==> config.mk <==
export PLATFORM = sky130hd
export DESIGN_NAME = rtc_second_long_interval_timer
export DESIGN_NICKNAME = d
export VERILOG_FILES = /design/src/design/rtc_timer_pkg.sv /design/src/design/rtc_second_long_interval_timer.sv
export VERILOG_INCLUDE_DIRS = /design/src /design/src/design
export SDC_FILE = /design/constraint.sdc
export NUM_CORES = 1
export LEC_CHECK = 0
export BUFFER_PORTS_ARGS = -buffer_cell sky130_fd_sc_hd__buf_4
export CELL_PAD_IN_SITES_DETAIL_PLACEMENT = 1
export CELL_PAD_IN_SITES_GLOBAL_PLACEMENT = 1
export CORE_MARGIN = 5
export CORE_UTILIZATION = 43
export CTS_BUF_LIST = sky130_fd_sc_hd__clkbuf_4 sky130_fd_sc_hd__clkbuf_8 sky130_fd_sc_hd__clkbuf_16
export CTS_CLUSTER_SIZE = 16
export DETAILED_ROUTE_END_ITERATION = 8
export GPL_TIMING_DRIVEN = 1
export PLACE_DENSITY = 0.86
export SKIP_CTS_REPAIR_TIMING = 1
export SYNTH_ARGS = -nofsm -noshare
export SYNTH_HDL_FRONTEND = slang
export SYNTH_SLANG_ARGS = --single-unit
==> constraint.sdc <==
create_clock -name clk_sys -period 4.2 [get_ports clk_sys]
set_input_delay 0.84 -clock clk_sys [delete_from_list [all_inputs] [get_ports clk_sys]]
set_output_delay 0.84 -clock clk_sys [all_outputs]
set_load 0.01 [all_outputs]
==> src/design/rtc_timer_defines.svh <==
// Purpose: Offsets, field positions and reset values of the second long-interval timer.
// Assumes: Printed offsets are register indices; the byte address is four times the index.
// Notes:   Definitions only.
`ifndef RTC_TIMER_DEFINES_SVH
`define RTC_TIMER_DEFINES_SVH

`define PERIOD_LOW_IDX        32'h0b0000d8
`define PERIOD_HIGH_IDX       32'h0b0000da
`define COUNT_LOW_IDX         32'h0b0000dc
`define COUNT_HIGH_IDX        32'h0b0000de
`define IRQ_STATUS_IDX        32'h0b0001de

`define SECOND_FLAG_BIT       2
`define FIRST_FLAG_BIT        1
`define ELAPSED_FLAG_BIT      0

`define PERIOD_RESET          24'h000000
`define COUNT_RESET           24'h000000
`define FLAGS_RESET           3'h0
`define COUNT_TERMINAL        24'h000001

`define RESP_OKAY             2'h0
`define RESP_SLVERR           2'h2

`endif

==> src/design/rtc_timer_pkg.sv <==
// Purpose: Types shared by the second long-interval timer and its bench.
// Assumes: AXI4-Lite with 32-bit address and data.
// Notes:   Channel signals travel as packed structs.
package rtc_timer_pkg;

  typedef struct packed {
    logic [31:0] awaddr;
    logic        awvalid;
    logic [31:0] wdata;
    logic [3:0]  wstrb;
    logic        wvalid;
    logic        bready;
    logic [31:0] araddr;
    logic        arvalid;
    logic        rready;
  } axi_req_t;

  typedef struct packed {
    logic        awready;
    logic        wready;
    logic [1:0]  bresp;
    logic        bvalid;
    logic        arready;
    logic [31:0] rdata;
    logic [1:0]  rresp;
    logic        rvalid;
  } axi_rsp_t;

endpackage

==> src/design/rtc_second_long_interval_timer.sv <==
// Purpose: Second long-interval timer of the clock unit with the unit's interrupt status register.
// Assumes: The 32.768 kHz clock and the unit reset arrive as pins and are sampled on clk_sys.
// Notes:   Registers are reached over AXI4-Lite; one write and one read may be under way.
//
// Summary of operation
// - Hold 24-bit reload period, upper byte in high register, countdown starts from it.
// - New period takes effect only after both low and high halves are written.
// - A zero period stops the countdown and raises no timer interrupts.
// - Count decrements by one on each 32.768 kHz clock cycle while running.
// - At count one, set the timer flag, reload the period and keep counting.
// - Live count reads directly as low 16 and high 8 bits, no snapshot.
// - Status bit 2 shows this timer's interrupt; writing one clears it.
// - Status bit 1 records the first timer's interrupt; writing one clears it.
// - Status bit 0 records the elapsed counter's interrupt; writing one clears it.
// - Reserved bits of status, period high and count high read zero.
// - Unit reset clears period, count, flags; other resets preserve them.
// - The first timer signals its request at count one, then reloads.
`timescale 1ns/10ps
`default_nettype none
`include "rtc_timer_defines.svh"

// COUNT_WIDTH is fixed by the register map; the check in the body refuses other values.
module rtc_second_long_interval_timer #(
  parameter int unsigned COUNT_WIDTH = 24
) (
  input  wire logic                   clk_sys,
  input  wire logic                   reset_n,
  input  wire logic                   clockUnitReset_n,
  input  wire logic                   rtcClk32k,
  input  wire logic                   firstTimerEvent,
  input  wire logic                   elapsedEvent,
  input  wire rtc_timer_pkg::axi_req_t axiReq,
  output var  rtc_timer_pkg::axi_rsp_t axiRsp,
  output      logic                   secondTimerEvent
);

  // Pin synchronisers.
  logic        rtcClkSync;
  logic        rtcClkPrev_ff;
  logic        unitRstSync_n;
  logic        tick;
  logic        unitRst;

  // Write channel state.
  logic        awHeld_ff;
  logic [31:0] awAddr_ff;
  logic        wHeld_ff;
  logic [31:0] wData_ff;
  logic [3:0]  wStrb_ff;
  logic        bValid_ff;
  logic [1:0]  bResp_ff;
  logic        doWrite;

  // Read channel state.
  logic        rValid_ff;
  logic [31:0] rData_ff;
  logic [1:0]  rResp_ff;
  logic        arTake;
  logic [31:0] nxt_rData;
  logic [1:0]  nxt_rResp;

  // Decoded write targets.
  logic        wrPeriodLow;
  logic        wrPeriodHigh;
  logic        wrCountLow;
  logic        wrCountHigh;
  logic        wrStatus;
  logic        wrMapped;

  // Timer state.
  logic [15:0] stageLow_ff;
  logic [7:0]  stageHigh_ff;
  logic        lowWritten_ff;
  logic        highWritten_ff;
  logic        loadPending_ff;
  logic [COUNT_WIDTH-1:0] period_ff;
  logic [COUNT_WIDTH-1:0] count_ff;
  logic        secondEvent_ff;
  logic [2:0]  irqFlags_ff;
  logic [2:0]  nxt_irqFlags;
  logic [2:0]  setFlags;
  logic [2:0]  clearFlags;

  function automatic logic [31:0] byteAddr(input logic [31:0] idx);
    byteAddr = {idx[29:0], 2'b00};
  endfunction

  // The register map splits the count into a 16-bit and an 8-bit half; no other width is served.
  if (COUNT_WIDTH != 24) begin : g_width_check
    $error("count width must be 24");
  end

  // Both pins pass two flops with no reset: a system reset must neither stall the slow
  // clock nor look like a unit reset, or period, count and flags would be lost.
  rtc_pin_sync u_rtcClkSync (
    .clk_sys  (clk_sys),
    .pinAsync (rtcClk32k),
    .pinSync  (rtcClkSync)
  );

  rtc_pin_sync u_unitRstSync (
    .clk_sys  (clk_sys),
    .pinAsync (clockUnitReset_n),
    .pinSync  (unitRstSync_n)
  );

  // The edge detector has no reset either, so no false tick follows a system reset.
  always_ff @(posedge clk_sys) begin
    rtcClkPrev_ff <= rtcClkSync;
  end

  // One tick per rising edge of the slow clock.
  assign tick    = rtcClkSync & ~rtcClkPrev_ff;
  assign unitRst = ~unitRstSync_n;

  // Write address and data are taken in either order and held until the response.
  // A channel that has been taken stays closed until the response handshake, so a
  // second write can never overtake the first.
  assign doWrite = awHeld_ff & wHeld_ff & ~bValid_ff;

  always_ff @(posedge clk_sys) begin
    if (!reset_n) begin
      awHeld_ff <= 1'b0;
      awAddr_ff <= 32'h00000000;
    end else if (axiReq.awvalid && !awHeld_ff && !bValid_ff) begin
      awHeld_ff <= 1'b1;
      awAddr_ff <= axiReq.awaddr;
    end else if (doWrite) begin
      awHeld_ff <= 1'b0;
    end
  end

  always_ff @(posedge clk_sys) begin
    if (!reset_n) begin
      wHeld_ff <= 1'b0;
      wData_ff <= 32'h00000000;
      wStrb_ff <= 4'h0;
    end else if (axiReq.wvalid && !wHeld_ff && !bValid_ff) begin
      wHeld_ff <= 1'b1;
      wData_ff <= axiReq.wdata;
      wStrb_ff <= axiReq.wstrb;
    end else if (doWrite) begin
      wHeld_ff <= 1'b0;
    end
  end

  always_comb begin
    wrPeriodLow  = awAddr_ff == byteAddr(`PERIOD_LOW_IDX);
    wrPeriodHigh = awAddr_ff == byteAddr(`PERIOD_HIGH_IDX);
    wrCountLow   = awAddr_ff == byteAddr(`COUNT_LOW_IDX);
    wrCountHigh  = awAddr_ff == byteAddr(`COUNT_HIGH_IDX);
    wrStatus     = awAddr_ff == byteAddr(`IRQ_STATUS_IDX);
    wrMapped     = wrPeriodLow | wrPeriodHigh | wrCountLow | wrCountHigh | wrStatus;
  end

  // Writes to the read-only count registers are accepted and ignored.
  always_ff @(posedge clk_sys) begin
    if (!reset_n) begin
      bValid_ff <= 1'b0;
      bResp_ff  <= `RESP_OKAY;
    end else if (doWrite) begin
      bValid_ff <= 1'b1;
      bResp_ff  <= wrMapped ? `RESP_OKAY : `RESP_SLVERR;
    end else if (axiReq.bready) begin
      bValid_ff <= 1'b0;
    end
  end

  // Period halves are staged; the pair becomes a pending load only once both are written.
  // A half written twice does not complete a pair; only the other half does.
  // The staged halves read back as written, before they are applied.
  always_ff @(posedge clk_sys) begin
    if (unitRst) begin
      stageLow_ff    <= 16'h0000;
      stageHigh_ff   <= 8'h00;
      lowWritten_ff  <= 1'b0;
      highWritten_ff <= 1'b0;
    end else if (doWrite && wrPeriodLow && wStrb_ff[1:0] != 2'b00) begin
      if (wStrb_ff[0]) stageLow_ff[7:0]  <= wData_ff[7:0];
      if (wStrb_ff[1]) stageLow_ff[15:8] <= wData_ff[15:8];
      if (highWritten_ff) begin
        highWritten_ff <= 1'b0;
      end else begin
        lowWritten_ff <= 1'b1;
      end
    end else if (doWrite && wrPeriodHigh && wStrb_ff[0]) begin
      stageHigh_ff <= wData_ff[7:0];
      if (lowWritten_ff) begin
        lowWritten_ff <= 1'b0;
      end else begin
        highWritten_ff <= 1'b1;
      end
    end
  end

  // The completing half raises the pending load, which the next slow tick consumes.
  // A pair that completes on a tick waits for the following tick, which the
  // spacing that software keeps between settings leaves room for.
  always_ff @(posedge clk_sys) begin
    if (unitRst) begin
      loadPending_ff <= 1'b0;
    end else if (doWrite && ((wrPeriodLow && wStrb_ff[1:0] != 2'b00 && highWritten_ff) ||
                             (wrPeriodHigh && wStrb_ff[0] && lowWritten_ff))) begin
      loadPending_ff <= 1'b1;
    end else if (tick) begin
      loadPending_ff <= 1'b0;
    end
  end

  // Period, count and flags answer only to the unit reset, so reset_n leaves them running.
  always_ff @(posedge clk_sys) begin
    if (unitRst) begin
      period_ff <= `PERIOD_RESET;
    end else if (tick && loadPending_ff) begin
      period_ff <= {stageHigh_ff, stageLow_ff};
    end
  end

  // The count moves only on slow ticks. A zero period freezes it, and a reload at
  // count one restarts the period without help from software.
  always_ff @(posedge clk_sys) begin
    if (unitRst) begin
      count_ff       <= `COUNT_RESET;
      secondEvent_ff <= 1'b0;
    end else begin
      secondEvent_ff <= 1'b0;
      if (tick) begin
        if (loadPending_ff) begin
          count_ff <= {stageHigh_ff, stageLow_ff};
        end else if (period_ff == `PERIOD_RESET) begin
          count_ff <= count_ff;
        end else if (count_ff == `COUNT_TERMINAL) begin
          count_ff       <= period_ff;
          secondEvent_ff <= 1'b1;
        end else begin
          count_ff <= count_ff - 24'h000001;
        end
      end
    end
  end

  assign secondTimerEvent = secondEvent_ff;

  // Sticky flags; a set in the same cycle as a write-one clear wins.
  always_comb begin
    setFlags   = 3'h0;
    clearFlags = 3'h0;
    setFlags[`SECOND_FLAG_BIT]  = secondEvent_ff;
    setFlags[`FIRST_FLAG_BIT]   = firstTimerEvent;
    setFlags[`ELAPSED_FLAG_BIT] = elapsedEvent;
    if (doWrite && wrStatus && wStrb_ff[0]) begin
      clearFlags = wData_ff[2:0];
    end
    nxt_irqFlags = (irqFlags_ff & ~clearFlags) | setFlags;
  end

  // Only the unit reset clears the flags; a system reset leaves pending requests visible.
  always_ff @(posedge clk_sys) begin
    if (unitRst) begin
      irqFlags_ff <= `FLAGS_RESET;
    end else begin
      irqFlags_ff <= nxt_irqFlags;
    end
  end

  // Read path: one beat, answered the cycle after the address is taken.
  // The live count is returned with no snapshot; software compares two reads
  // when it needs a value that is consistent across both halves.
  assign arTake = axiReq.arvalid & ~rValid_ff;

  always_comb begin
    nxt_rResp = `RESP_OKAY;
    nxt_rData = 32'h00000000;
    if (axiReq.araddr == byteAddr(`PERIOD_LOW_IDX)) begin
      nxt_rData[15:0] = stageLow_ff;
    end else if (axiReq.araddr == byteAddr(`PERIOD_HIGH_IDX)) begin
      nxt_rData[7:0] = stageHigh_ff;
    end else if (axiReq.araddr == byteAddr(`COUNT_LOW_IDX)) begin
      nxt_rData[15:0] = count_ff[15:0];
    end else if (axiReq.araddr == byteAddr(`COUNT_HIGH_IDX)) begin
      nxt_rData[7:0] = count_ff[23:16];
    end else if (axiReq.araddr == byteAddr(`IRQ_STATUS_IDX)) begin
      nxt_rData[2:0] = irqFlags_ff;
    end else begin
      nxt_rResp = `RESP_SLVERR;
    end
  end

  always_ff @(posedge clk_sys) begin
    if (!reset_n) begin
      rValid_ff <= 1'b0;
      rData_ff  <= 32'h00000000;
      rResp_ff  <= `RESP_OKAY;
    end else if (arTake) begin
      rValid_ff <= 1'b1;
      rData_ff  <= nxt_rData;
      rResp_ff  <= nxt_rResp;
    end else if (axiReq.rready) begin
      rValid_ff <= 1'b0;
    end
  end

  // Ready signals are combinational so a channel opens in the same cycle that it frees.
  always_comb begin
    axiRsp.awready = ~awHeld_ff & ~bValid_ff;
    axiRsp.wready  = ~wHeld_ff & ~bValid_ff;
    axiRsp.bvalid  = bValid_ff;
    axiRsp.bresp   = bResp_ff;
    axiRsp.arready = ~rValid_ff;
    axiRsp.rvalid  = rValid_ff;
    axiRsp.rdata   = rData_ff;
    axiRsp.rresp   = rResp_ff;
  end

endmodule // rtc_second_long_interval_timer

// Two-flop synchroniser for a pin from outside the clk_sys domain.
// Only the second flop is seen by the logic that uses the pin.
module rtc_pin_sync (
  input  wire logic clk_sys,
  input  wire logic pinAsync,
  output var  logic pinSync
);

  logic pinMeta_ff;
  logic pinSync_ff;

  always_ff @(posedge clk_sys) begin
    pinMeta_ff <= pinAsync;
    pinSync_ff <= pinMeta_ff;
  end

  assign pinSync = pinSync_ff;

endmodule // rtc_pin_sync
`default_nettype wire

Word level (Yosys, flattened, before mapping)
Cells that the tools add are included.
- flip-flop bits (word level): 158
- latch bits: 0
- memory bits (writable): 0
- bits in read-only memories: 0
- input port bits: 111
- output and inout port bits: 42
- memories: 0
- add/subtract/negate cells: 1
- multipliers: 0
- divide/modulo/power cells: 0
- $lt $le $gt $ge: 0
- equal/unequal tests: 13
- shift-type cells: 0
- multiplexer cells: 31
- bitwise operators: 22
- reductions and logical operators: 36
- operators by type and width (kind ; number):
    equality test 32 x 30 -> 1 bit, second input constant ; 10
    two-way mux 24 bit ; 3
    two-way mux 8 bit ; 4
    equality test 24 x 1 -> 1 bit, second input constant ; 1
    logical NOT 24 bit ; 1
    subtractor 24 x 1 -> 24 bit, second input constant ; 1
    logical AND 1 bit ; 16
    two-way mux 16 bit ; 1
    nonzero test 2 bit ; 7
    two-way mux 1 bit ; 13
    two-way mux 2 bit ; 6
    AND reduction 2 bit ; 6
    two-way mux 3 bit ; 3
    inverter 1 bit ; 9
    bitwise AND 1 bit ; 6
    two-way mux 5 bit ; 1
    inequality test 2 bit, second input constant ; 2
    bitwise OR 1 bit ; 4
    OR reduction 4 bit ; 1
    bitwise AND 3 bit ; 1
    logical NOT 1 bit ; 3
    inverter 3 bit ; 1
    bitwise OR 3 bit ; 1
    OR reduction 2 bit ; 1
    logical OR 1 bit ; 1

Longest topological paths before layout
Gate-level depths: netlist (run 1).
- depth in word-level cells: 8
- gate-level depth with buffers: 10

Cells and area by module
From an unflattened synthesis (run 1), not the netlist that was laid out.
- cell total of the unflattened synthesis: 929
- area total of the unflattened synthesis: 7459.7 um^2
- by module, submodules not included (module ; instances ; cells each ; area each (um^2) ; seq. area each (um^2)):
    rtc_second_long_interval_timer ; 1 ; 925 ; 7379.6 ; 3042.9
    rtc_pin_sync ; 2 ; 2 ; 40.0 ; 40.0

Least setup slack after synthesis (run 1)
No wires, ideal clock.
- path type: register to register
- from: reg count_ff[16]
- to: reg count_ff[1]
- setup time: 86 ps
- arrival: 2563 ps
- data required time: 4114 ps
- path slack: 1551 ps
- stages on the path, launching flop included: 10
- period minus slack after synthesis: 2649 ps
- cell sequence: dfxtp_1 > buf_6 > or4_1 > buf_2 > or4_1 > buf_2 > or3_1 > buf_2 > a211o_1 > a221oi_2
- word-level cells in the longest chain between the ends: 4
- RTL lines (item ; line ; source):
    start, declared ; rtc_second_long_interval_timer.sv:77 ; logic [COUNT_WIDTH-1:0] count_ff;
    start signal, assigned ; rtc_second_long_interval_timer.sv:223 ; count_ff <= `COUNT_RESET;
    start signal, assigned ; rtc_second_long_interval_timer.sv:229 ; count_ff <= {stageHigh_ff, stageLow_ff};
    start signal, assigned ; rtc_second_long_interval_timer.sv:231 ; count_ff <= count_ff;
    equality test 24 x 1 -> 1 bit (no line) ; n/a ;
    two-way mux 24 bit ; rtc_second_long_interval_timer.sv:232 ; end else if (count_ff == `COUNT_TERMINAL) begin
    two-way mux 24 bit ; rtc_second_long_interval_timer.sv:230 ; end else if (period_ff == `PERIOD_RESET) begin
    two-way mux 24 bit ; rtc_second_long_interval_timer.sv:228 ; if (loadPending_ff) begin
Every way passes these cells. The select of a mux whose other input is x is not followed.
A chain may end at the register's enable or synchronous reset.

Worst setup path in the final report (run 1)
Ends and elaborated chain as after synthesis.

==> results.ini, run 1 <==
[status]
status=completed

[timing]
fin_tns_setup_ns=0
max-slew-margin-rel_pct=17.5
finalCritPeriodShare_pct=72.3
drv_slew=0
rsz0062_at_grt=false
fin_skew_ns=0.00876
worstMarginPinSlew_ns=1.23
setup_violations=0
period_minus_slack_ns=3.04
fmax_mhz=329
hold_viol=0

[synth]
synth_flop_cell=dfxtp_1
synthTopCellsByCount=175 x nand2_1, 156 x dfxtp_1, 98 x a21oi_1, 61 x clkbuf_1
yosysUniqueCellTypes=65
yosys_register_bits=156
ys_warn_count=0
synth_top_area_cell=dfxtp_1
yosysMostFrequentCell=nand2_1
synth_top_area_share_pct=41.9
synthArstFlopShare_pct=0
synth_edf_count=0
ys_seq_area_share_pct=41.9
syn_inst=929
syn_area_sq_mm=0.00746
ys_top_cells_by_area=dfxtp_1 42%, nand2_1 8.8%, a21oi_1 6.6%
avgSynthCellArea_sq_um=8.03

[die]
core_area_sq_mm=0.0172
ioPinCount=153
die_w_um=142
initial_core_util_pct=43.4
dieArea_sq_mm=0.0201
die_y_um=142
rows=48

[drt]
drt_iter0_drc=542
vias=7253
wirelength_mm=24.7
dr.pass1.iters=5
drc_errors=0
ant_nets=0
wl_per_cell_um=19.9
avgViaCountPerCell=5.84

[layout]
diodes=0
multi_input_area_sq_mm=0.00392
fillers=2142
regArea_sq_mm=0.00312
utilization_pct=52.2
drive_above_1_share_pct=18.3
area_delta_synth_final_pct=20.2
layout.nets=1116

[global_route]
grt_pass1_vias=7638
overflow=0
grt_first_pass_wirelength_mm=39.9
antenna_found_initial=0
grt_usage_pct=24.8
grt_max_degree=74

[clock_network]
cts_made_buffers=17
cts_buffer_depth=2
clock_sinks=156
cts_tree=done
htreeDepth=4
clkTransAtPathRegs_ns=0.07
clkLatencyLatePin_ns=0.44
cts_root_buf=clkbuf_16

[critical_path]
critPathCaptureType=flop
cp.required_ns=4.55
worstSetupPathType=flop to flop
cp_max_fo=18
crit_arrival_ns=3.38
reg2reg_from=count_ff[16]
cp-startpoint=count_ff[16]
start_kind=flop

[placement]
place.port_buffers=116
gp_congestion=0.865
hpwl_mm=17.0

[power]
powerDensity_mw_per_mm2=388
power_leakage_nw=3.60
vdd_drop_max_uv=298

[hold_path]
hp-class=flop to flop
hp-start=u_rtcClkSync.pinMeta_ff

[job]
drv_cap=0

-- cells by family after synthesis --
| family | after synthesis | synth area share (%) |
|---|---|---|
| xor+xnor | 10 | 1.17 |
| compound gates | 285 | 24.4 |
| mux | 22 | 3.19 |
| other cells | 1 | 0.0503 |
| fa+ha+maj | 2 | 0.335 |
| buf+inv | 110 | 6.83 |
| simple gates | 343 | 22.1 |
| flops | 156 | 41.9 |
-- path summary, 6_finish.rpt --
kind / to / slack, ns / depth (start not counted)
setup / recovery: count_ff[1] / 1.16 / 5
hold reg to reg: u_rtcClkSync.pinSync / 0.33 / 0
setup reg to reg: count_ff[1] / 1.16 / 5
hold / removal: u_rtcClkSync.pinSync / 0.33 / 0
-- critical path, stage by stage (launching register included) --
cell,delay [ns]
dfxtp_1,0.41
or4_1,0.73
or4_1,0.47
or3_1,0.70
a211o_1,0.41
a221oi_2,0.20
-- state kept, by name, indices dropped and copies added (netlist names), 2 cells and up --
signal        flops
wStrb_ff          2
period_ff        24
stageHigh_ff      8
wData_ff         16
stageLow_ff      16
count_ff         24
irqFlags_ff       3
awAddr_ff        32
rData_ff         16
-- layout make-up --
class	count	area share (%)
Timing Repair Buffer	129	10.8
Sequential cell	156	34.8
Multi-Input combinational cell	680	43.7
Inverter	19	0.796
Tap cell	225	3.14
Clock buffer	19	4.98
Clock inverter	13	1.74
-- metrics by stage --
stage                     worst slack [ns]  cell area, sq um  total power, W  instances  hold slack, ns
after global routing                  1.06              8960         0.00360       1241           0.350
after floorplan                       1.55              7520         0.00179        946           0.310
final                                 1.16              8960         0.00348       1241           0.332
after CTS                             1.24              8960         0.00349       1241           0.336
after detailed placement              1.24              8360         0.00192       1209           0.314
after global placement                1.31              8360         0.00191       1209           0.315
-- layer usage --
layer  track usage, %  share of wire [%]
met3             6.24                6.0
met5                0                  0
met2             42.8                 50
met4             13.7                5.4
met1             28.0                 39
-- power breakdown --
| group | internal, W | switching [W] |
|---|---|---|
| logic | 0.000142 | 0.000179 |
| registers | 0.00153 | 0.0000402 |
| clock network | 0.000912 | 0.000673 |
| total | 0.00258 | 0.000891 |
-- layout by cell type (no fill, tap or decap), drive strengths merged, types with 8 or more instances in the layout --
cell / synthesis / routed
a211o: 11 / 11
a31oi: 11 / 11
nor3: 12 / 12
a22o: 9 / 9
nand4: 9 / 9
a21boi: 56 / 56
mux2i: 8 / 8
nor4: 34 / 34
nand2: 175 / 175
clkbuf: 62 / 19
nand3: 30 / 30
buf: 29 / 129
mux2: 14 / 14
conb: 1 / 18
o21ai: 56 / 56
inv: 19 / 24
dfxtp: 156 / 156
a21oi: 98 / 98
nor2: 36 / 36
Note: power is estimated with default switching activity, not from simulation.
==> inputs of run 2 (changes only) <==
--- a/config.mk
+++ b/config.mk
@@ -10,12 +10,12 @@
 export CELL_PAD_IN_SITES_DETAIL_PLACEMENT = 1
 export CELL_PAD_IN_SITES_GLOBAL_PLACEMENT = 1
 export CORE_MARGIN = 5
-export CORE_UTILIZATION = 43
+export CORE_UTILIZATION = 40
 export CTS_BUF_LIST = sky130_fd_sc_hd__clkbuf_4 sky130_fd_sc_hd__clkbuf_8 sky130_fd_sc_hd__clkbuf_16
 export CTS_CLUSTER_SIZE = 16
 export DETAILED_ROUTE_END_ITERATION = 8
 export GPL_TIMING_DRIVEN = 1
-export PLACE_DENSITY = 0.86
+export PLACE_DENSITY = 0.81
 export SKIP_CTS_REPAIR_TIMING = 1
 export SYNTH_ARGS = -nofsm -noshare
 export SYNTH_HDL_FRONTEND = slang
==> constraint.sdc (replaced) <==
create_clock -name clk_sys -period 2.8 [get_ports clk_sys]
set_input_delay 0.56 -clock clk_sys [delete_from_list [all_inputs] [get_ports clk_sys]]
set_output_delay 0.56 -clock clk_sys [all_outputs]
set_load 0.01 [all_outputs]
==> run 2 against run 1 <==
Sequential power rose by 50%. Routed wire length fell by 0.32%. Fmax rose by 17%. Register-to-register slack got worse by 0.96 ns. Die area rose by 7.0%. Power rose by 54%. First-iteration DRC count fell by 5.4%. Non-clock buffer count rose by 26. Sequential cell count did not move. Core utilization fell by 2.5 points. Largest power group unchanged. Highest routed layer unchanged.
==> results.ini, run 2 (synthesis gave the netlist of run 1 again) <==
[timing]
fin_skew_ns=0.00888
period_minus_slack_ns=2.59
rsz0062_at_grt=false
max-slew-margin-rel_pct=58.5
fmax_mhz=385
finalCritPeriodShare_pct=92.7
drv_slew=0
fin_tns_setup_ns=0
hold_ws_ns=0.230
hold_viol=0
setup_violations=0
worstMarginPinSlew_ns=0.621

[layout]
most-common-layout-cells=175 x nand2_1, 156 x dfxtp_1, 154 x buf_4, 98 x a21oi_1
fillers=2245
largest_reg_flops=32
final_common_cell=nand2_1
largestRegisters=awAddr_ff x32, count_ff x24, period_ff x24
instances_no_fill=1275
area_delta_synth_final_pct=23.4
drive_above_1_share_pct=20.3
layout.nets=1142
largest-register=awAddr_ff
diodes=0

[job]
drv_cap=0

[critical_path]
cp_max_fo=11
worstSetupPathType=flop to flop
start_kind=flop
path_cells=or4_1 -> or4_1 -> or3_1 -> buf_12 -> a211o_1 -> a21oi_1
critical_path.most_common_cell=or4_1
cp.required_ns=3.15
crit_arrival_ns=2.94
cpPeakStageDelay_ns=0.56
cpMaxStageDelayCell=or3_1
critPathCaptureType=flop
worst_r2r_path_depth=6

[global_route]
overflow=0
grt_first_pass_wirelength_mm=39.5
grt_usage_pct=22.7
antenna_found_initial=0
grt_pass1_vias=7470
grt_max_degree=56

[power]
power_leakage_nw=3.75
power_frac_clock_pct=46.5
p_comb_share_pct=9.5
seqPwrFrac_pct=44.0
powerDensity_mw_per_mm2=580
total_power_w=0.00534
vdd_drop_max_uv=434
intPower_w=0.00405
switchingPower_w=0.00129
netSwitchingFraction_pct=24.2

[drt]
ant_nets=0
drt_iter0_drc=513
wirelength_mm=24.6
avgViaCountPerCell=5.76
wl_per_cell_um=19.3
vias=7345
drc_errors=0
dr.pass1.iters=6

[die]
core_area_sq_mm=0.0185
dieArea_sq_mm=0.0215
die_y_um=147
rows=50
initial_core_util_pct=40.3
ioPinCount=153
die_w_um=147

[hold_path]
hold_depth=1
hp-class=input pin to flop

[placement]
hpwl_mm=17.7
gp_congestion=0.901
dp_cells=1244
place.port_buffers=116

[status]
status=completed

[clock_network]
cts_made_buffers=17
clock_sinks=156
clkLatencyLatePin_ns=0.43
cts_tree=done
cts_root_buf=clkbuf_16
clkTransAtPathRegs_ns=0.07
cts_buffer_depth=2
htreeDepth=4

-- run 2: cell count changes in the layout (fill, tap and decap cells not counted), moves of 2 or more --
cell,previous run,this run
buf_4,129,154
bufinv_16,2,4
clkinvlp_4,4,1
inv_8,2,0
-- run 2: metal layers --
metal,global-route usage (%),share of wire [%],vias to the layer above
met3,4.22,5.4,61
met5,0,0,-
met4,8.80,3.5,0
met1,27.1,41,3551
li1,-,-,3495
met2,40.3,50,238
-- run 2: layout make-up --
cell class | count | area, sq um | share of cell area, %
Clock buffer | 19 | 440 | 4.78
Clock inverter | 12 | 185 | 2.01
Inverter | 19 | 71.3 | 0.775
Multi-Input combinational cell | 680 | 3920 | 42.6
Sequential cell | 156 | 3120 | 33.9
Tap cell | 234 | 293 | 3.18
Timing Repair Buffer | 155 | 1180 | 12.8
-- run 2: metrics by stage --
step	setup WS (ns)	utilization, %	cell area, sq um
final	0.205	49.7	9210
after global routing	0.165	49.7	9210
after CTS	0.226	49.7	9210
after floorplan	0.151	-	7520
after global placement	0.289	46.3	8580
after detailed placement	0.249	46.3	8580
-- run 2: final timing paths --
check	from	to	slack (ns)
hold reg to reg	u_unitRstSync.pinMeta_ff	u_unitRstSync.pinSync	0.33
setup reg to reg	count_ff[16]	count_ff[8]	0.21
hold / removal	clockUnitReset_n	u_unitRstSync.pinMeta_ff	0.23
setup / recovery	count_ff[16]	count_ff[8]	0.21
-- run 2: worst max-delay path, delay by kind of cell, from the launching register on --
family          cells  cell delay [ns]
flops               1             0.31
compound gates      2             0.44
buf+inv             1             0.23
simple gates        3             1.54
-- run 2: power by group through the flow --
| stage | Clock (W) | Combinational [W] | Sequential, W |
|---|---|---|---|
| after global routing | 0.00261 | 0.000561 | 0.00236 |
| after CTS | 0.00252 | 0.000511 | 0.00235 |
| after floorplan | 0 | 0.000294 | 0.00239 |
| final | 0.00248 | 0.000508 | 0.00235 |
| after global placement | 0 | 0.000494 | 0.00239 |
| after detailed placement | 0 | 0.000508 | 0.00240 |
